==> src/verilog/sac_pkg.sv <==
package sac_pkg;

    ////////////////////////////////////////////////////////////////////////
    // Bus and register map
    localparam int          ADDR_W      = 16;
    localparam int          DATA_W      = 32;
    localparam logic [15:0] MODE_OFS    = 16'hFF80;
    localparam logic [15:0] INSEL_OFS   = 16'hFF84;
    localparam logic [15:0] RESULT_OFS  = 16'hFF88;
    localparam logic [15:0] EDGE_OFS    = 16'hFF8C;
    localparam logic [15:0] OSC_OFS     = 16'hFF90;
    localparam logic [15:0] STATUS_OFS  = 16'hFF94;
    localparam logic [1:0]  RESP_OKAY   = 2'h0;
    localparam logic [1:0]  RESP_SLVERR = 2'h2;

    ////////////////////////////////////////////////////////////////////////
    // Fields and reset values
    localparam int         MODE_CS_BIT  = 7;
    localparam int         MODE_TRG_BIT = 6;
    localparam int         MODE_FR1_BIT = 5;
    localparam int         MODE_FR0_BIT = 4;
    localparam int         MODE_CH_LSB  = 1;
    localparam int         MODE_HSC_BIT = 0;
    localparam int         CH_W         = 3;
    localparam int         STAT_EOC_BIT = 0;
    localparam int         STAT_BSY_BIT = 1;
    localparam logic [7:0] MODE_RST     = 8'h01;
    localparam logic [3:0] INSEL_RST    = 4'h0;
    localparam logic [1:0] EDGE_RST     = 2'h0;
    localparam logic       OSC_RST      = 1'b0;
    localparam logic [1:0] EDGE_FALL    = 2'h0;
    localparam logic [1:0] EDGE_RISE    = 2'h1;
    localparam logic [1:0] EDGE_BOTH    = 2'h3;

    ////////////////////////////////////////////////////////////////////////
    // Timing: one conversion is CONV_STEPS equal steps
    localparam int         CONV_STEPS = 10;
    localparam int         STEP_W     = 5;
    localparam logic [4:0] STEP_80    = 5'(80 / CONV_STEPS);
    localparam logic [4:0] STEP_40    = 5'(40 / CONV_STEPS);
    localparam logic [4:0] STEP_50    = 5'(50 / CONV_STEPS);
    localparam logic [4:0] STEP_100   = 5'(100 / CONV_STEPS);

    typedef enum logic [1:0] {
        SAR_IDLE    = 2'b00,
        SAR_SAMPLE  = 2'b01,
        SAR_COMPARE = 2'b10,
        SAR_FINISH  = 2'b11
    } sac_sar_state_t;

    typedef enum logic [1:0] {
        CTL_STOP   = 2'b00,
        CTL_ARMED  = 2'b01,
        CTL_SINGLE = 2'b10,
        CTL_REPEAT = 2'b11
    } sac_ctl_state_t;

    typedef enum logic [2:0] {
        SEL_MODE   = 3'h0,
        SEL_INSEL  = 3'h1,
        SEL_RESULT = 3'h2,
        SEL_EDGE   = 3'h3,
        SEL_OSC    = 3'h4,
        SEL_STATUS = 3'h5,
        SEL_NONE   = 3'h7
    } sac_sel_t;

endpackage : sac_pkg

==> src/verilog/sac_sar_if.sv <==
interface sac_sar_if;
    logic       start;
    logic       abort;
    logic [4:0] step_ticks;
    logic       comp;
    logic       busy;
    logic       done;
    logic [7:0] result;
    logic [7:0] trial;
    logic       sample;

    modport ctrl (output start, abort, step_ticks, comp,
                  input  busy, done, result, trial, sample);
    modport core (input  start, abort, step_ticks, comp,
                  output busy, done, result, trial, sample);
endinterface : sac_sar_if

==> src/verilog/sac_sar_core.sv <==
module sac_sar_core (
    // Clock and reset
    input wire logic    aclk,
    input wire logic    aresetn,
    // Control side
    sac_sar_if.core     sar
);

    sac_pkg::sac_sar_state_t state_reg, state_next;
    logic [4:0] tick_reg;
    logic [2:0] bit_reg;
    logic [7:0] sar_reg;
    logic [7:0] result_reg;
    logic       done_reg;
    logic       step_end;

    assign step_end   = (tick_reg == 5'(sar.step_ticks - 5'h01));
    assign sar.busy   = (state_reg != sac_pkg::SAR_IDLE);
    assign sar.done   = done_reg;
    assign sar.result = result_reg;
    assign sar.trial  = sar_reg;
    assign sar.sample = (state_reg == sac_pkg::SAR_SAMPLE);

    always_comb
    begin
        state_next = state_reg;
        case (state_reg)
            sac_pkg::SAR_IDLE:    if (sar.start) state_next = sac_pkg::SAR_SAMPLE;
            sac_pkg::SAR_SAMPLE:  if (step_end) state_next = sac_pkg::SAR_COMPARE;
            sac_pkg::SAR_COMPARE: if (step_end && bit_reg == 3'h0)
                                      state_next = sac_pkg::SAR_FINISH;
            sac_pkg::SAR_FINISH:  if (step_end) state_next = sac_pkg::SAR_IDLE;
            default:              state_next = sac_pkg::SAR_IDLE;
        endcase
        if (sar.abort)
            state_next = sac_pkg::SAR_IDLE;
    end

    // Held sample: the front end holds while sample is low
    always_ff @(posedge aclk)
    begin
        if (!aresetn)
        begin
            state_reg <= sac_pkg::SAR_IDLE;
            tick_reg  <= 5'h00;
            bit_reg   <= 3'h7;
            sar_reg   <= 8'h00;
            done_reg  <= 1'b0;
        end
        else
        begin
            state_reg <= state_next;
            done_reg  <= 1'b0;
            tick_reg  <= (step_end || state_next != state_reg) ? 5'h00 : 5'(tick_reg + 5'h01);
            if (sar.abort || state_reg == sac_pkg::SAR_IDLE)
                tick_reg <= 5'h00;
            if (!sar.abort && state_reg == sac_pkg::SAR_SAMPLE && step_end)
            begin
                sar_reg <= 8'h80;
                bit_reg <= 3'h7;
            end
            if (!sar.abort && state_reg == sac_pkg::SAR_COMPARE && step_end)
            begin
                sar_reg[bit_reg] <= sar.comp;
                if (bit_reg != 3'h0)
                begin
                    sar_reg[3'(bit_reg - 3'h1)] <= 1'b1;
                    bit_reg <= 3'(bit_reg - 3'h1);
                end
            end
            if (!sar.abort && state_reg == sac_pkg::SAR_FINISH && step_end)
                done_reg <= 1'b1;
        end
    end

    // Result keeps no reset value, it is undefined until a conversion ends
    always_ff @(posedge aclk)
    begin
        if (!sar.abort && state_reg == sac_pkg::SAR_FINISH && step_end)
            result_reg <= sar_reg;
    end
endmodule : sac_sar_core

==> src/verilog/sac_top.sv <==
module sac_top (
    // Clock and reset
    input  wire logic        aclk,
    input  wire logic        aresetn,
    // AXI4-Lite write address
    input  wire logic [15:0] s_axi_awaddr,
    input  wire logic        s_axi_awvalid,
    output logic             s_axi_awready,
    // AXI4-Lite write data
    input  wire logic [31:0] s_axi_wdata,
    input  wire logic [3:0]  s_axi_wstrb,
    input  wire logic        s_axi_wvalid,
    output logic             s_axi_wready,
    // AXI4-Lite write response
    output logic [1:0]       s_axi_bresp,
    output logic             s_axi_bvalid,
    input  wire logic        s_axi_bready,
    // AXI4-Lite read
    input  wire logic [15:0] s_axi_araddr,
    input  wire logic        s_axi_arvalid,
    output logic             s_axi_arready,
    output logic [31:0]      s_axi_rdata,
    output logic [1:0]       s_axi_rresp,
    output logic             s_axi_rvalid,
    input  wire logic        s_axi_rready,
    // Analog front end
    input  wire logic        comparator_in,
    output logic [7:0]       trial_code,
    output logic [2:0]       channel_select,
    output logic             sample_enable,
    output logic [7:0]       analog_inputs,
    // Trigger and event
    input  wire logic        external_trigger_input,
    output logic             end_of_conversion_irq
);

    ////////////////////////////////////////////////////////////////////////
    // Helpers

    function automatic sac_pkg::sac_sel_t reg_sel(input logic [15:0] addr);
        logic [15:0] w;
        w = {addr[15:2], 2'b00};
        if (w == sac_pkg::MODE_OFS)        reg_sel = sac_pkg::SEL_MODE;
        else if (w == sac_pkg::INSEL_OFS)  reg_sel = sac_pkg::SEL_INSEL;
        else if (w == sac_pkg::RESULT_OFS) reg_sel = sac_pkg::SEL_RESULT;
        else if (w == sac_pkg::EDGE_OFS)   reg_sel = sac_pkg::SEL_EDGE;
        else if (w == sac_pkg::OSC_OFS)    reg_sel = sac_pkg::SEL_OSC;
        else if (w == sac_pkg::STATUS_OFS) reg_sel = sac_pkg::SEL_STATUS;
        else                               reg_sel = sac_pkg::SEL_NONE;
    endfunction : reg_sel

    // Base clocks per step; zero marks a prohibited code
    function automatic logic [4:0] step_base(input logic [2:0] code);
        case (code)
            3'b001:  step_base = sac_pkg::STEP_80;
            3'b011:  step_base = sac_pkg::STEP_40;
            3'b100:  step_base = sac_pkg::STEP_50;
            3'b101:  step_base = sac_pkg::STEP_100;
            default: step_base = 5'h00;
        endcase
    endfunction : step_base

    // Codes above eight are prohibited and treated as all eight
    function automatic logic [7:0] pin_mask(input logic [3:0] n);
        logic [7:0] m;
        m = 8'h00;
        for (int i = 0; i < 8; i++)
            if (4'(i) < n)
                m[i] = 1'b1;
        pin_mask = m;
    endfunction : pin_mask

    ////////////////////////////////////////////////////////////////////////
    // Registers and wires

    sac_sar_if sar ();

    logic [7:0]  mode_reg;
    logic [3:0]  insel_reg;
    logic [1:0]  edge_reg;
    logic        osc_reg;
    logic        eoc_flag_reg;
    logic        irq_reg;
    sac_pkg::sac_ctl_state_t ctl_reg, ctl_next;

    logic [15:0] aw_addr_reg;
    logic [31:0] w_data_reg;
    logic [3:0]  w_strb_reg;
    logic        aw_full_reg;
    logic        w_full_reg;
    logic        bvalid_reg;
    logic [1:0]  bresp_reg;
    logic        rvalid_reg;
    logic [31:0] rdata_reg;
    logic [1:0]  rresp_reg;

    logic [1:0]  sync_a_reg, sync_b_reg, sync_c_reg;
    logic [1:0]  pin_f_reg;
    logic        trig_prev_reg;

    sac_pkg::sac_sel_t wsel, rsel;
    logic        do_write;
    logic        lane0;
    logic        mode_wr;
    logic        stat_wr;
    logic [4:0]  base;
    logic        rate_ok;
    logic        trig_f;
    logic        trig_edge;
    logic        cs_bit;
    logic        trg_bit;
    logic [31:0] rd_word;

    ////////////////////////////////////////////////////////////////////////
    // Bus decode

    assign wsel     = reg_sel(aw_addr_reg);
    assign rsel     = reg_sel(s_axi_araddr);
    assign do_write = aw_full_reg && w_full_reg && !bvalid_reg;
    assign lane0    = w_strb_reg[0];
    assign mode_wr  = do_write && lane0 && wsel == sac_pkg::SEL_MODE;
    assign stat_wr  = do_write && lane0 && wsel == sac_pkg::SEL_STATUS;

    assign s_axi_awready = !aw_full_reg && !bvalid_reg;
    assign s_axi_wready  = !w_full_reg && !bvalid_reg;
    assign s_axi_bvalid  = bvalid_reg;
    assign s_axi_bresp   = bresp_reg;
    assign s_axi_arready = !rvalid_reg;
    assign s_axi_rvalid  = rvalid_reg;
    assign s_axi_rdata   = rdata_reg;
    assign s_axi_rresp   = rresp_reg;

    assign rd_word =
        (rsel == sac_pkg::SEL_MODE)   ? {24'h000000, mode_reg} :
        (rsel == sac_pkg::SEL_INSEL)  ? {28'h0000000, insel_reg} :
        (rsel == sac_pkg::SEL_RESULT) ? {24'h000000, sar.result} :
        (rsel == sac_pkg::SEL_EDGE)   ? {30'h00000000, edge_reg} :
        (rsel == sac_pkg::SEL_OSC)    ? {31'h00000000, osc_reg} :
        (rsel == sac_pkg::SEL_STATUS) ? {30'h00000000, sar.busy, eoc_flag_reg} :
                                        32'h00000000;

    always_ff @(posedge aclk)
    begin
        if (!aresetn)
        begin
            aw_full_reg <= 1'b0;
            w_full_reg  <= 1'b0;
            aw_addr_reg <= 16'h0000;
            w_data_reg  <= 32'h00000000;
            w_strb_reg  <= 4'h0;
            bvalid_reg  <= 1'b0;
            bresp_reg   <= sac_pkg::RESP_OKAY;
        end
        else
        begin
            if (s_axi_awvalid && s_axi_awready)
            begin
                aw_addr_reg <= s_axi_awaddr;
                aw_full_reg <= 1'b1;
            end
            if (s_axi_wvalid && s_axi_wready)
            begin
                w_data_reg <= s_axi_wdata;
                w_strb_reg <= s_axi_wstrb;
                w_full_reg <= 1'b1;
            end
            if (do_write)
            begin
                aw_full_reg <= 1'b0;
                w_full_reg  <= 1'b0;
                bvalid_reg  <= 1'b1;
                bresp_reg   <= (wsel == sac_pkg::SEL_NONE) ? sac_pkg::RESP_SLVERR
                                                           : sac_pkg::RESP_OKAY;
            end
            else if (bvalid_reg && s_axi_bready)
                bvalid_reg <= 1'b0;
        end
    end

    always_ff @(posedge aclk)
    begin
        if (!aresetn)
        begin
            rvalid_reg <= 1'b0;
            rdata_reg  <= 32'h00000000;
            rresp_reg  <= sac_pkg::RESP_OKAY;
        end
        else if (s_axi_arvalid && s_axi_arready)
        begin
            rvalid_reg <= 1'b1;
            rdata_reg  <= rd_word;
            rresp_reg  <= (rsel == sac_pkg::SEL_NONE) ? sac_pkg::RESP_SLVERR
                                                      : sac_pkg::RESP_OKAY;
        end
        else if (rvalid_reg && s_axi_rready)
            rvalid_reg <= 1'b0;
    end

    ////////////////////////////////////////////////////////////////////////
    // Software registers

    always_ff @(posedge aclk)
    begin
        if (!aresetn)
        begin
            mode_reg  <= sac_pkg::MODE_RST;
            insel_reg <= sac_pkg::INSEL_RST;
            edge_reg  <= sac_pkg::EDGE_RST;
            osc_reg   <= sac_pkg::OSC_RST;
        end
        else if (do_write && lane0)
        begin
            if (wsel == sac_pkg::SEL_MODE)
                mode_reg <= w_data_reg[7:0];
            if (wsel == sac_pkg::SEL_INSEL)
                insel_reg <= w_data_reg[3:0];
            if (wsel == sac_pkg::SEL_EDGE)
                edge_reg <= w_data_reg[1:0];
            if (wsel == sac_pkg::SEL_OSC)
                osc_reg <= w_data_reg[0];
        end
    end

    // Flag set wins over a same-cycle write-one clear
    always_ff @(posedge aclk)
    begin
        if (!aresetn)
        begin
            eoc_flag_reg <= 1'b0;
            irq_reg      <= 1'b0;
        end
        else
        begin
            irq_reg <= sar.done;
            if (sar.done)
                eoc_flag_reg <= 1'b1;
            else if (stat_wr && w_data_reg[sac_pkg::STAT_EOC_BIT])
                eoc_flag_reg <= 1'b0;
        end
    end

    ////////////////////////////////////////////////////////////////////////
    // Pin inputs: three stages, a change counts once stages two and three agree

    always_ff @(posedge aclk)
    begin
        if (!aresetn)
        begin
            sync_a_reg    <= 2'h0;
            sync_b_reg    <= 2'h0;
            sync_c_reg    <= 2'h0;
            pin_f_reg     <= 2'h0;
            trig_prev_reg <= 1'b0;
        end
        else
        begin
            sync_a_reg    <= {external_trigger_input, comparator_in};
            sync_b_reg    <= sync_a_reg;
            sync_c_reg    <= sync_b_reg;
            for (int i = 0; i < 2; i++)
                if (sync_b_reg[i] == sync_c_reg[i])
                    pin_f_reg[i] <= sync_b_reg[i];
            trig_prev_reg <= pin_f_reg[1];
        end
    end

    assign trig_f    = pin_f_reg[1];
    assign trig_edge =
        (edge_reg == sac_pkg::EDGE_RISE && trig_f && !trig_prev_reg) ||
        (edge_reg == sac_pkg::EDGE_FALL && !trig_f && trig_prev_reg) ||
        (edge_reg == sac_pkg::EDGE_BOTH && trig_f != trig_prev_reg);

    ////////////////////////////////////////////////////////////////////////
    // Start control

    assign cs_bit  = mode_reg[sac_pkg::MODE_CS_BIT];
    assign trg_bit = mode_reg[sac_pkg::MODE_TRG_BIT];
    assign base    = step_base({mode_reg[sac_pkg::MODE_FR1_BIT],
                                mode_reg[sac_pkg::MODE_FR0_BIT],
                                mode_reg[sac_pkg::MODE_HSC_BIT]});
    assign rate_ok = (base != 5'h00);

    always_comb
    begin
        ctl_next = ctl_reg;
        case (ctl_reg)
            sac_pkg::CTL_STOP:   ctl_next = sac_pkg::CTL_STOP;
            sac_pkg::CTL_ARMED:  if (trig_edge && rate_ok)
                                     ctl_next = sac_pkg::CTL_SINGLE;
            sac_pkg::CTL_SINGLE: if (sar.done)
                                     ctl_next = sac_pkg::CTL_ARMED;
            sac_pkg::CTL_REPEAT: ctl_next = sac_pkg::CTL_REPEAT;
            default:             ctl_next = sac_pkg::CTL_STOP;
        endcase
        if (mode_wr)
        begin
            if (!w_data_reg[sac_pkg::MODE_CS_BIT])
                ctl_next = sac_pkg::CTL_STOP;
            else if (w_data_reg[sac_pkg::MODE_TRG_BIT])
                ctl_next = sac_pkg::CTL_ARMED;
            else
                ctl_next = sac_pkg::CTL_REPEAT;
        end
    end

    always_ff @(posedge aclk)
    begin
        if (!aresetn)
            ctl_reg <= sac_pkg::CTL_STOP;
        else
            ctl_reg <= ctl_next;
    end

    assign sar.abort      = mode_wr;
    assign sar.start      = !mode_wr && rate_ok && !sar.busy &&
                            ((ctl_reg == sac_pkg::CTL_REPEAT) ||
                             (ctl_reg == sac_pkg::CTL_ARMED && trig_edge));
    assign sar.step_ticks = osc_reg ? base : 5'(base << 1);
    assign sar.comp       = pin_f_reg[0];

    sac_sar_core u_core (
        .aclk    (aclk),
        .aresetn (aresetn),
        .sar     (sar)
    );

    ////////////////////////////////////////////////////////////////////////
    // Outputs

    assign trial_code            = sar.trial;
    assign sample_enable         = sar.sample;
    assign channel_select        = mode_reg[sac_pkg::MODE_CH_LSB +: sac_pkg::CH_W];
    assign analog_inputs         = pin_mask(insel_reg);
    assign end_of_conversion_irq = irq_reg;
endmodule : sac_top

==> config.mk <==
export PLATFORM = sky130hd
export DESIGN_NAME = sac_top
export DESIGN_NICKNAME = d
export VERILOG_FILES = /design/src/verilog/sac_pkg.sv /design/src/verilog/sac_sar_if.sv /design/src/verilog/sac_sar_core.sv /design/src/verilog/sac_top.sv
export SDC_FILE = /design/constraint.sdc
export NUM_CORES = 1
export LEC_CHECK = 0
export CORE_ASPECT_RATIO = 0.6
export CORE_MARGIN = 10
export CORE_UTILIZATION = 32
export CTS_BUF_LIST = sky130_fd_sc_hd__clkbuf_4 sky130_fd_sc_hd__clkbuf_8
export DETAILED_ROUTE_END_ITERATION = 8
export DONT_BUFFER_PORTS = 1
export PLACE_DENSITY_LB_ADDON = 0.05
export SLEW_MARGIN = 20
export SYNTH_ARGS = -nofsm -noshare
export SYNTH_HDL_FRONTEND = slang
export SYNTH_SLANG_ARGS = --single-unit
==> constraint.sdc <==
create_clock -name aclk -period 6.7 [get_ports aclk]
set_input_delay 0.67 -clock aclk [delete_from_list [all_inputs] [get_ports aclk]]
set_output_delay 0.67 -clock aclk [all_outputs]
set_load 0.03 [all_outputs]
Yosys cells after proc, flatten, opt, wreduce, memory -nomap -nowiden
Index checks and enable logic that the tools add are counted.
{"block": "classes", "add_sub_neg": 3, "magnitude_cmp": 12, "n_eq_ne": 42, "muxes": 61, "n_bitwise": 2, "reduce_logical": 64}
{"operator": "equality test 14 bit (second input constant)", "count": 12}
{"operator": "two-way mux 8 bit", "count": 7}
{"operator": "two-way mux 2 bit", "count": 19}
{"operator": "two-way mux 3 bit", "count": 11}
{"operator": "logical AND 1 bit", "count": 32}
{"operator": "equality test 3 bit (second input constant)", "count": 8}
{"operator": "two-way mux 1 bit", "count": 17}
{"operator": "less-than comparator 3 x 4 -> 1 bit (first input constant)", "count": 4}
{"operator": "one-hot mux 2 bit (4 select lines)", "count": 2}
{"operator": "one-hot mux 4 bit (4 select lines)", "count": 1}
{"operator": "equality test 3 x 2 -> 1 bit (second input constant)", "count": 4}
{"operator": "equality test 2 bit (second input constant)", "count": 5}
{"operator": "AND reduction 2 bit", "count": 5}
{"operator": "equality test 3 x 1 -> 1 bit (second input constant)", "count": 3}
{"operator": "logical NOT 3 bit", "count": 3}
{"operator": "bitwise mux 8 bit", "count": 1}
{"operator": "logical NOT 1 bit", "count": 8}
{"operator": "less-than comparator 1 x 4 -> 1 bit (first input constant)", "count": 2}
{"operator": "less-than comparator 2 x 4 -> 1 bit (first input constant)", "count": 2}
{"operator": "less-than comparator 3 x 4 -> 1 bit (second input constant)", "count": 2}
{"operator": "OR 8 bit", "count": 1}
{"operator": "nonzero test 2 bit", "count": 4}
{"operator": "demux 1 bit (select 3 bit)", "count": 2}
{"operator": "equality test 2 x 1 -> 1 bit (second input constant)", "count": 3}
{"operator": "other kinds (18)", "count": 26}
{"block": "totals", "ff_bits": 120, "input_bits": 77, "wordCells": 213}

Logic depth before layout (Yosys ltp)
Gate-level depths: netlist (run 1).
{"block": "depth", "word_depth": 19, "depth_mapped": 11, "mapped_depth_nobuf": 9}

Hierarchy
Synthesis (run 1) repeated with hierarchy kept, for this count alone.
{"block": "unflattened", "cells_unflattened": 523, "hier_area_um2": 4625.7}
{"module": "sac_top", "n_inst": 1, "cells_per_inst": 378, "area_per_inst_um2": 3179.3, "seq_area_each_um2": 1301.2}
{"module": "sac_sar_core", "n_inst": 1, "cells_per_inst": 145, "area_per_inst_um2": 1446.4, "seq_area_each_um2": 620.6}

Least setup slack after synthesis (run 1)
Ideal clock, no wire load.
{"block": "synth_timing", "kind": "reg2reg", "start": "register mode_reg[4]", "end": "register u_core.result_reg[0], in the netlist u_core.sar.result[0], enable pin", "arrival_ns": 2.520, "t_required_ns": 6.330, "slack_ns": 3.810, "path_stages_with_launch": 12, "path_cell_list": "dfxtp_1 buf_6 and4bb_1 inv_1 ha_1 xnor2_2 a41oi_1 a41oi_1 o211a_1 buf_2 nand3_1 nor2_1"}
{"block": "synth_between", "elab_chain_len": 6}
{"item": "from (decl)", "line_no": "sac_top.sv:78", "text": "logic [7:0] mode_reg;"}
{"item": "from (signal assigned)", "line_no": "sac_top.sv:206", "text": "mode_reg <= sac_pkg::MODE_RST;"}
{"item": "from (signal assigned)", "line_no": "sac_top.sv:214", "text": "mode_reg <= w_data_reg[7:0];"}
{"item": "equality test 3 bit (tied with other cells)", "line_no": "sac_top.sv:54", "text": "case (code)"}
{"item": "one-hot mux 4 bit (4 select lines) (*)", "line_no": "sac_top.sv:54"}
{"item": "two-way mux 5 bit (*)", "line_no": "sac_top.sv:318", "text": "assign sar.step_ticks = osc_reg ? base : 5'(base << 1);"}
{"item": "subtractor 5 x 1 -> 5 bit (*)", "line_no": "sac_sar_core.sv:17", "text": "assign step_end = (tick_reg == 5'(sar.step_ticks - 5'h01));"}
{"item": "equality test 5 bit (*)", "line_no": "sac_sar_core.sv:17"}
{"item": "logical AND 1 bit (*)", "line_no": "sac_sar_core.sv:79", "text": "if (!sar.abort && state_reg == sac_pkg::SAR_FINISH && step_end)"}
{"item": "to (signal assigned)", "line_no": "sac_sar_core.sv:80", "text": "result_reg <= sar_reg;"}
{"item": "to (decl)", "line_no": "sac_sar_core.sv:13", "text": "logic [7:0] result_reg;"}
Mark *: on every way between the ends. The rest lies on a longest branch, timed or not.
A chain may end at the register's enable or synchronous reset.

Worst setup path in the final report (run 1)
{"block": "layout_timing", "start": "register mode_reg[5]", "end": "register u_core.result_reg[1], in the netlist u_core.sar.result[1], enable pin"}
Same word-level chain as after synthesis.

==> impl_metrics.yaml, run 1 <==
route:
  via_per_inst: 4.985
  drt_wl_total_um: 12330
  drt-initial-drc-count: 259
  detail-route-antenna-nets: 0
  avgRoutedWirePerCell_um: 17.34
  drc_errors: 0
  vias: 3544
  first_pass_iters: 5
timing:
  worst_pin_slew_ps: 888.9
  fin_skew_ps: 15.65
  slew_headroom_pct: 40.48
  hold_viol: 0
  period_minus_slack_ps: 3583
  drv_slew: 0
  finalSetupViolCount: 0
  rsz0062_at_grt: "no"
  finalSetupTns_ps: 0
  holdWs_ps: 396.2
  fmax_ghz: 0.2791
  timing.final.crit_share_pct: 53.48
logic_synthesis:
  syn_inst: 539
  synth-seq-area-share_pct: 42.79
  synth_edf_count: 8
  synth_warnings: 0
  syn_area_um2: 4492
  synth_top_flop_cell: "dfxtp_1"
  synth_commonest_cells: "nand2_1 (90), dfxtp_1 (84), a21oi_1 (51)"
  avgSynthCellArea_um2: 8.334
  async_reset_ff_share_pct: 0
  synth_area_leaders: "dfxtp_1 (37%), nand2_1 (7.5%), a21oi_1 (5.7%), edfxtp_1 (5.3%), buf_4 (5.2%)"
  ys_types: 66
  yosysTopAreaCell: "dfxtp_1"
  postSynthRegisterBits: 92
  yosys.cell_count.top_type: "nand2_1"
  yosysTopAreaCellShare_pct: 37.44
clock_network:
  cts_tree: "built"
  cts_made_buffers: 9
  clkSinkCount: 92
  root_buffer: "clkbuf_8"
  cts_setup_buffers: 0
  clk_latency_ps: 370
  holdBufCountCts: 0
  post_cts_resized: 0
  clk_path_buf_depth: 2
  clk_pin_slew_worst_paths_ps: 110
  htreeDepth: 3
die:
  rows: 33
  initial_core_util_pct: 32.77
  die-area_um2: 19330
  fp.dieH_um: 111.8
  die_x_um: 173.0
  ios: 139
  placeableCoreArea_um2: 13710
layout:
  area_delta_synth_final_pct: 3.482
  fin_nets: 595
  stdcell_area_um2: 4648
  fin_cells: 711
  register_area_um2: 1922
  nFillCells: 1464
  multi_input_area_um2: 2237
  largest_reg_flops: 14
  diodes: 0
  drive_above_1_share_pct: 5.780
worst_setup_path:
  r2r-start: "mode_reg[5]"
  reg2reg_to: "u_core.sar.result[1]"
  end_kind: "flip-flop"
  start_kind: "flip-flop"
  crit_fanout: 17
  required_ps: 6690
  ff2ff_setup_slack_ps: 3120
  r2r.worst_path.cells: 9
  path_class: "reg2reg"
  arrival_ps: 3580
placed_design:
  finalWeightedCongestion: 0.8917
  numPortBuffers: 0
  place_area_um2: 4467
  dp_hpwl_um: 9079
  dpl.cell_count: 695
flow_run:
  cap_violations: 0
global_routing:
  grt_use_total_pct: 12.17
  grt-ovfl-total: 0
  grt_pass1_vias: 3351
  antenna_found_initial: 0
  grt_max_degree: 54
  grt_pass1_wl_um: 19060
min_path:
  whs_path_depth: 1
  hold_end: "u_core.bit_reg[0]"
  worstHoldStart: "aresetn"
  hold_class: "in2reg"
status:
  outcome: "finished clean"
power_and_ir_drop:
  max-vdd-ir-drop_v: 0.0001012
  p_per_area_nw_per_um2: 216.1
  total_power_mw: 1.004
  leakage_nw: 1.700
-- report_power, final --
group	total [mW]	internal (mW)	switching (mW)	leakage, nW
Combinational	0.0687	0.0166	0.0521	0.863
Clock	0.355	0.143	0.212	0.0918
Sequential	0.580	0.567	0.0133	0.745
Total	1.00	0.727	0.277	1.70
-- placed cells by master (no fill, tap or decap), types with 8 or more instances in the layout --
| cell type | synthesis | layout |
|---|---|---|
| nand2_1 | 90 | 90 |
| mux2i_1 | 14 | 14 |
| inv_1 | 13 | 13 |
| nor2_1 | 45 | 45 |
| nand3_1 | 15 | 15 |
| dfxtp_1 | 84 | 84 |
| o21ai_0 | 17 | 17 |
| clkbuf_8 | 0 | 9 |
| edfxtp_1 | 8 | 8 |
| and2_1 | 15 | 15 |
| conb_1 | 1 | 26 |
| nand2b_1 | 9 | 9 |
| a21oi_1 | 51 | 51 |
-- per-stage QoR --
step	util (%)	setup WS, ps
after global placement	32.58	3041
after detailed placement	32.58	3126
after global routing	33.91	2812
final	33.91	3117
after floorplan	-	3810
after CTS	33.91	3097
-- cells by family after synthesis --
logic type | after synthesis | synth area share [%]
buf+inv | 77 | 9.498
mux | 17 | 4.122
simple gates | 226 | 24.62
compound gates | 110 | 15.26
fa+ha+maj | 4 | 1.114
other cells | 1 | 0.08349
flops | 92 | 42.79
xor+xnor | 12 | 2.507
-- per-layer routing --
layer  vias to the layer above  global-route usage (%)  part of all wire (%)
li1                       1756                       -                     -
met1                      1651                   16.96                    50
met2                       130                   16.23                    39
met3                         7                   6.140                    11
met4                         0                   2.460                  0.56
met5                         -                       0                     0
-- critical path, cell delays in order (launching register included) --
cell      delay (ps)
dfxtp_1          590
and4bb_1         340
inv_1             60
ha_1             260
xnor2_2          220
a41oi_1          150
a41oi_1          290
o211a_1          540
nand3_1          170
nor2_1           590
-- how the worst max path moves through the flow --
stage                     start                    to  depth (start not counted)
floorplan           mode_reg[4]  u_core.sar.result[0]                         11
global placement    mode_reg[5]  u_core.sar.result[2]                          9
detailed placement  mode_reg[5]  u_core.sar.result[4]                          9
CTS                 mode_reg[5]  u_core.sar.result[1]                          9
global route        mode_reg[5]  u_core.sar.result[1]                          9
finish              mode_reg[5]  u_core.sar.result[1]                          9
-- layout make-up --
type | instances | share of cell area [%]
Clock buffer | 10 | 2.826
Clock inverter | 6 | 1.077
Inverter | 14 | 1.131
Multi-Input combinational cell | 395 | 48.13
Sequential cell | 92 | 41.35
Tap cell | 192 | 5.168
Timing Repair Buffer | 2 | 0.3230
No activity file was read; power rests on OpenSTA's default activity.
==> run 2, diff against run 1 <==
==> constraint.sdc (replaced) <==
create_clock -name aclk -period 3.75 [get_ports aclk]
set_input_delay 0.375 -clock aclk [delete_from_list [all_inputs] [get_ports aclk]]
set_output_delay 0.375 -clock aclk [all_outputs]
set_load 0.03 [all_outputs]
==> run 2 against run 1 <==
  * Global-route usage grew 0.083 points
  * Clock skew shrank 0.55 ps
  * Largest power group unchanged
  * Fmax grew 14%
  * Sequential share of layout area shrank 0.56 points
  * First-iteration DRC count shrank 5.8%
  * Flip-flop and latch count is the same
  * Sequential power grew 79%
  * Power grew 84%
  * Wire length grew 0.37%
  * Combinational power grew 78%
  * Non-clock buffer count grew 6
==> impl_metrics.yaml, run 2 (synthesis results as in run 1) <==
power_and_ir_drop:
  leakage_nw: 1.743
  p_per_area_nw_per_um2: 392.2
  max-vdd-ir-drop_v: 0.0001587
die:
  rows: 33
  placeableCoreArea_um2: 13710
  fp.dieH_um: 111.8
  die-area_um2: 19330
  die_x_um: 173.0
  ios: 139
  initial_core_util_pct: 32.77
timing:
  fmax_ghz: 0.3185
  period_minus_slack_ps: 3140
  hold_viol: 0
  rsz0062_at_grt: "no"
  fin_skew_ps: 15.11
  finalSetupViolCount: 0
  worst_pin_slew_ps: 834.4
  timing.final.crit_share_pct: 83.73
  slew_headroom_pct: 44.37
  drv_slew: 0
  finalSetupTns_ps: 0
global_routing:
  busiest_layer: "met1"
  grt_pass1_vias: 3320
  grt_pass1_wl_um: 19150
  met3_usage_pct: 6.545
  antenna_found_initial: 0
  met2_usage_pct: 15.79
  grt-ovfl-total: 0
  grt_use_met1_pct: 17.25
  grt_max_degree: 41
  grt_use_total_pct: 12.25
route:
  drt-initial-drc-count: 244
  avgRoutedWirePerCell_um: 17.26
  vias: 3527
  detail-route-antenna-nets: 0
  first_pass_iters: 5
  via_per_inst: 4.919
  drc_errors: 0
  drt_wl_total_um: 12380
clock_network:
  post_cts_resized: 0
  htreeDepth: 3
  clk_path_buf_depth: 2
  clk_latency_ps: 370
  holdBufCountCts: 0
  cts_tree: "built"
  cts_made_buffers: 9
  clk_pin_slew_worst_paths_ps: 100
  clkSinkCount: 92
  cts_setup_buffers: 0
  root_buffer: "clkbuf_8"
worst_setup_path:
  end_kind: "flip-flop"
  start_kind: "flip-flop"
  cpMostUsedCell: "a41oi_1"
  crit_chain: "and4bb_1 > inv_1 > ha_1 > xnor2_2 > a41oi_1 > a41oi_1 > o211a_1 > nand3_1 > nor2_1 > buf_4"
  path_buf_inv: 2
  cp_slowest_cell: "dfxtp_1"
  path_delay_family: "compound AO/OA/AOI/OAI gates"
  path_class: "reg2reg"
  required_ps: 3840
  crit_fanout: 17
  arrival_ps: 3230
  slowest_delay_ps: 570
layout:
  fin_nets: 601
  diodes: 0
  final_core_util_pct: 34.37
  stdcell_area_um2: 4712
  drive_above_1_share_pct: 6.857
  mostFrequentLayoutCells: "nand2_1 (90), dfxtp_1 (84), a21oi_1 (51)"
  fin_cells: 717
  area_delta_synth_final_pct: 4.903
  final_common_cell: "nand2_1"
  nFillCells: 1494
  largest_reg_flops: 14
status:
  outcome: "finished clean"
flow_run:
  cap_violations: 0
placed_design:
  finalWeightedCongestion: 0.8446
  numPortBuffers: 0
  place_area_um2: 4512
  dpl.cell_count: 701
  dp_hpwl_um: 9303
min_path:
  hold_class: "in2reg"
[run 2: cell count changes in the layout (fill, tap and decap cells not counted), sizes merged]
cell and change:
buf +6, clkinv -3, bufinv +1, clkbuf +1
clkinvlp +1
[run 2: final timing paths]
check                start                    to  slack [ps]  depth (start not counted)
max                osc_reg  u_core.sar.result[7]         610                         10
min                aresetn     u_core.bit_reg[0]         100                          1
max reg2reg        osc_reg  u_core.sar.result[7]         610                         10
min reg2reg  sync_a_reg[0]         sync_b_reg[0]         440                          1
[run 2: area by class of cell]
cell class / count / area, um^2 / area share (%)
clock buffer: 11 / 138.9 / 2.947
clock inverter: 5 / 61.31 / 1.301
inverter: 14 / 52.55 / 1.115
multi-input combinational: 395 / 2237 / 47.48
sequential: 92 / 1922 / 40.79
tap: 192 / 240.2 / 5.098
timing repair buffer: 8 / 60.06 / 1.275
[run 2: routing by layer]
layer	part of all wire, %	vias to the layer above
met5	0	-
met4	0.77	0
met3	12	9
met2	37	135
met1	50	1610
li1	-	1773
[run 2: worst reg2reg max path, delay by kind of cell (launching register included)]
family / cells / cell delay [ps]
AOI/OAI and AO/OA: 3 / 950
and+or+nand+nor: 3 / 660
DFF: 1 / 570
adders and majority gates: 1 / 260
buffers and inverters: 2 / 230
xor gates and xnor gates: 1 / 220
[run 2: power breakdown]
| group | switching (mW) | internal [mW] |
|---|---|---|
| logic | 0.0928 | 0.0292 |
| registers | 0.0243 | 1.01 |
| clock network | 0.362 | 0.327 |
| total | 0.479 | 1.37 |
[run 2: through the flow]
stage | setup WS, ps | power, mW | hold WS [ps]
after global placement | 615.8 | 1.181 | 415.9
final | 610.1 | 1.848 | 96.90
after floorplan | 860.0 | 1.189 | 411.9
after detailed placement | 619.2 | 1.184 | 418.3
after CTS | 619.7 | 1.875 | 71.23
after global routing | 430.2 | 1.935 | 64.96
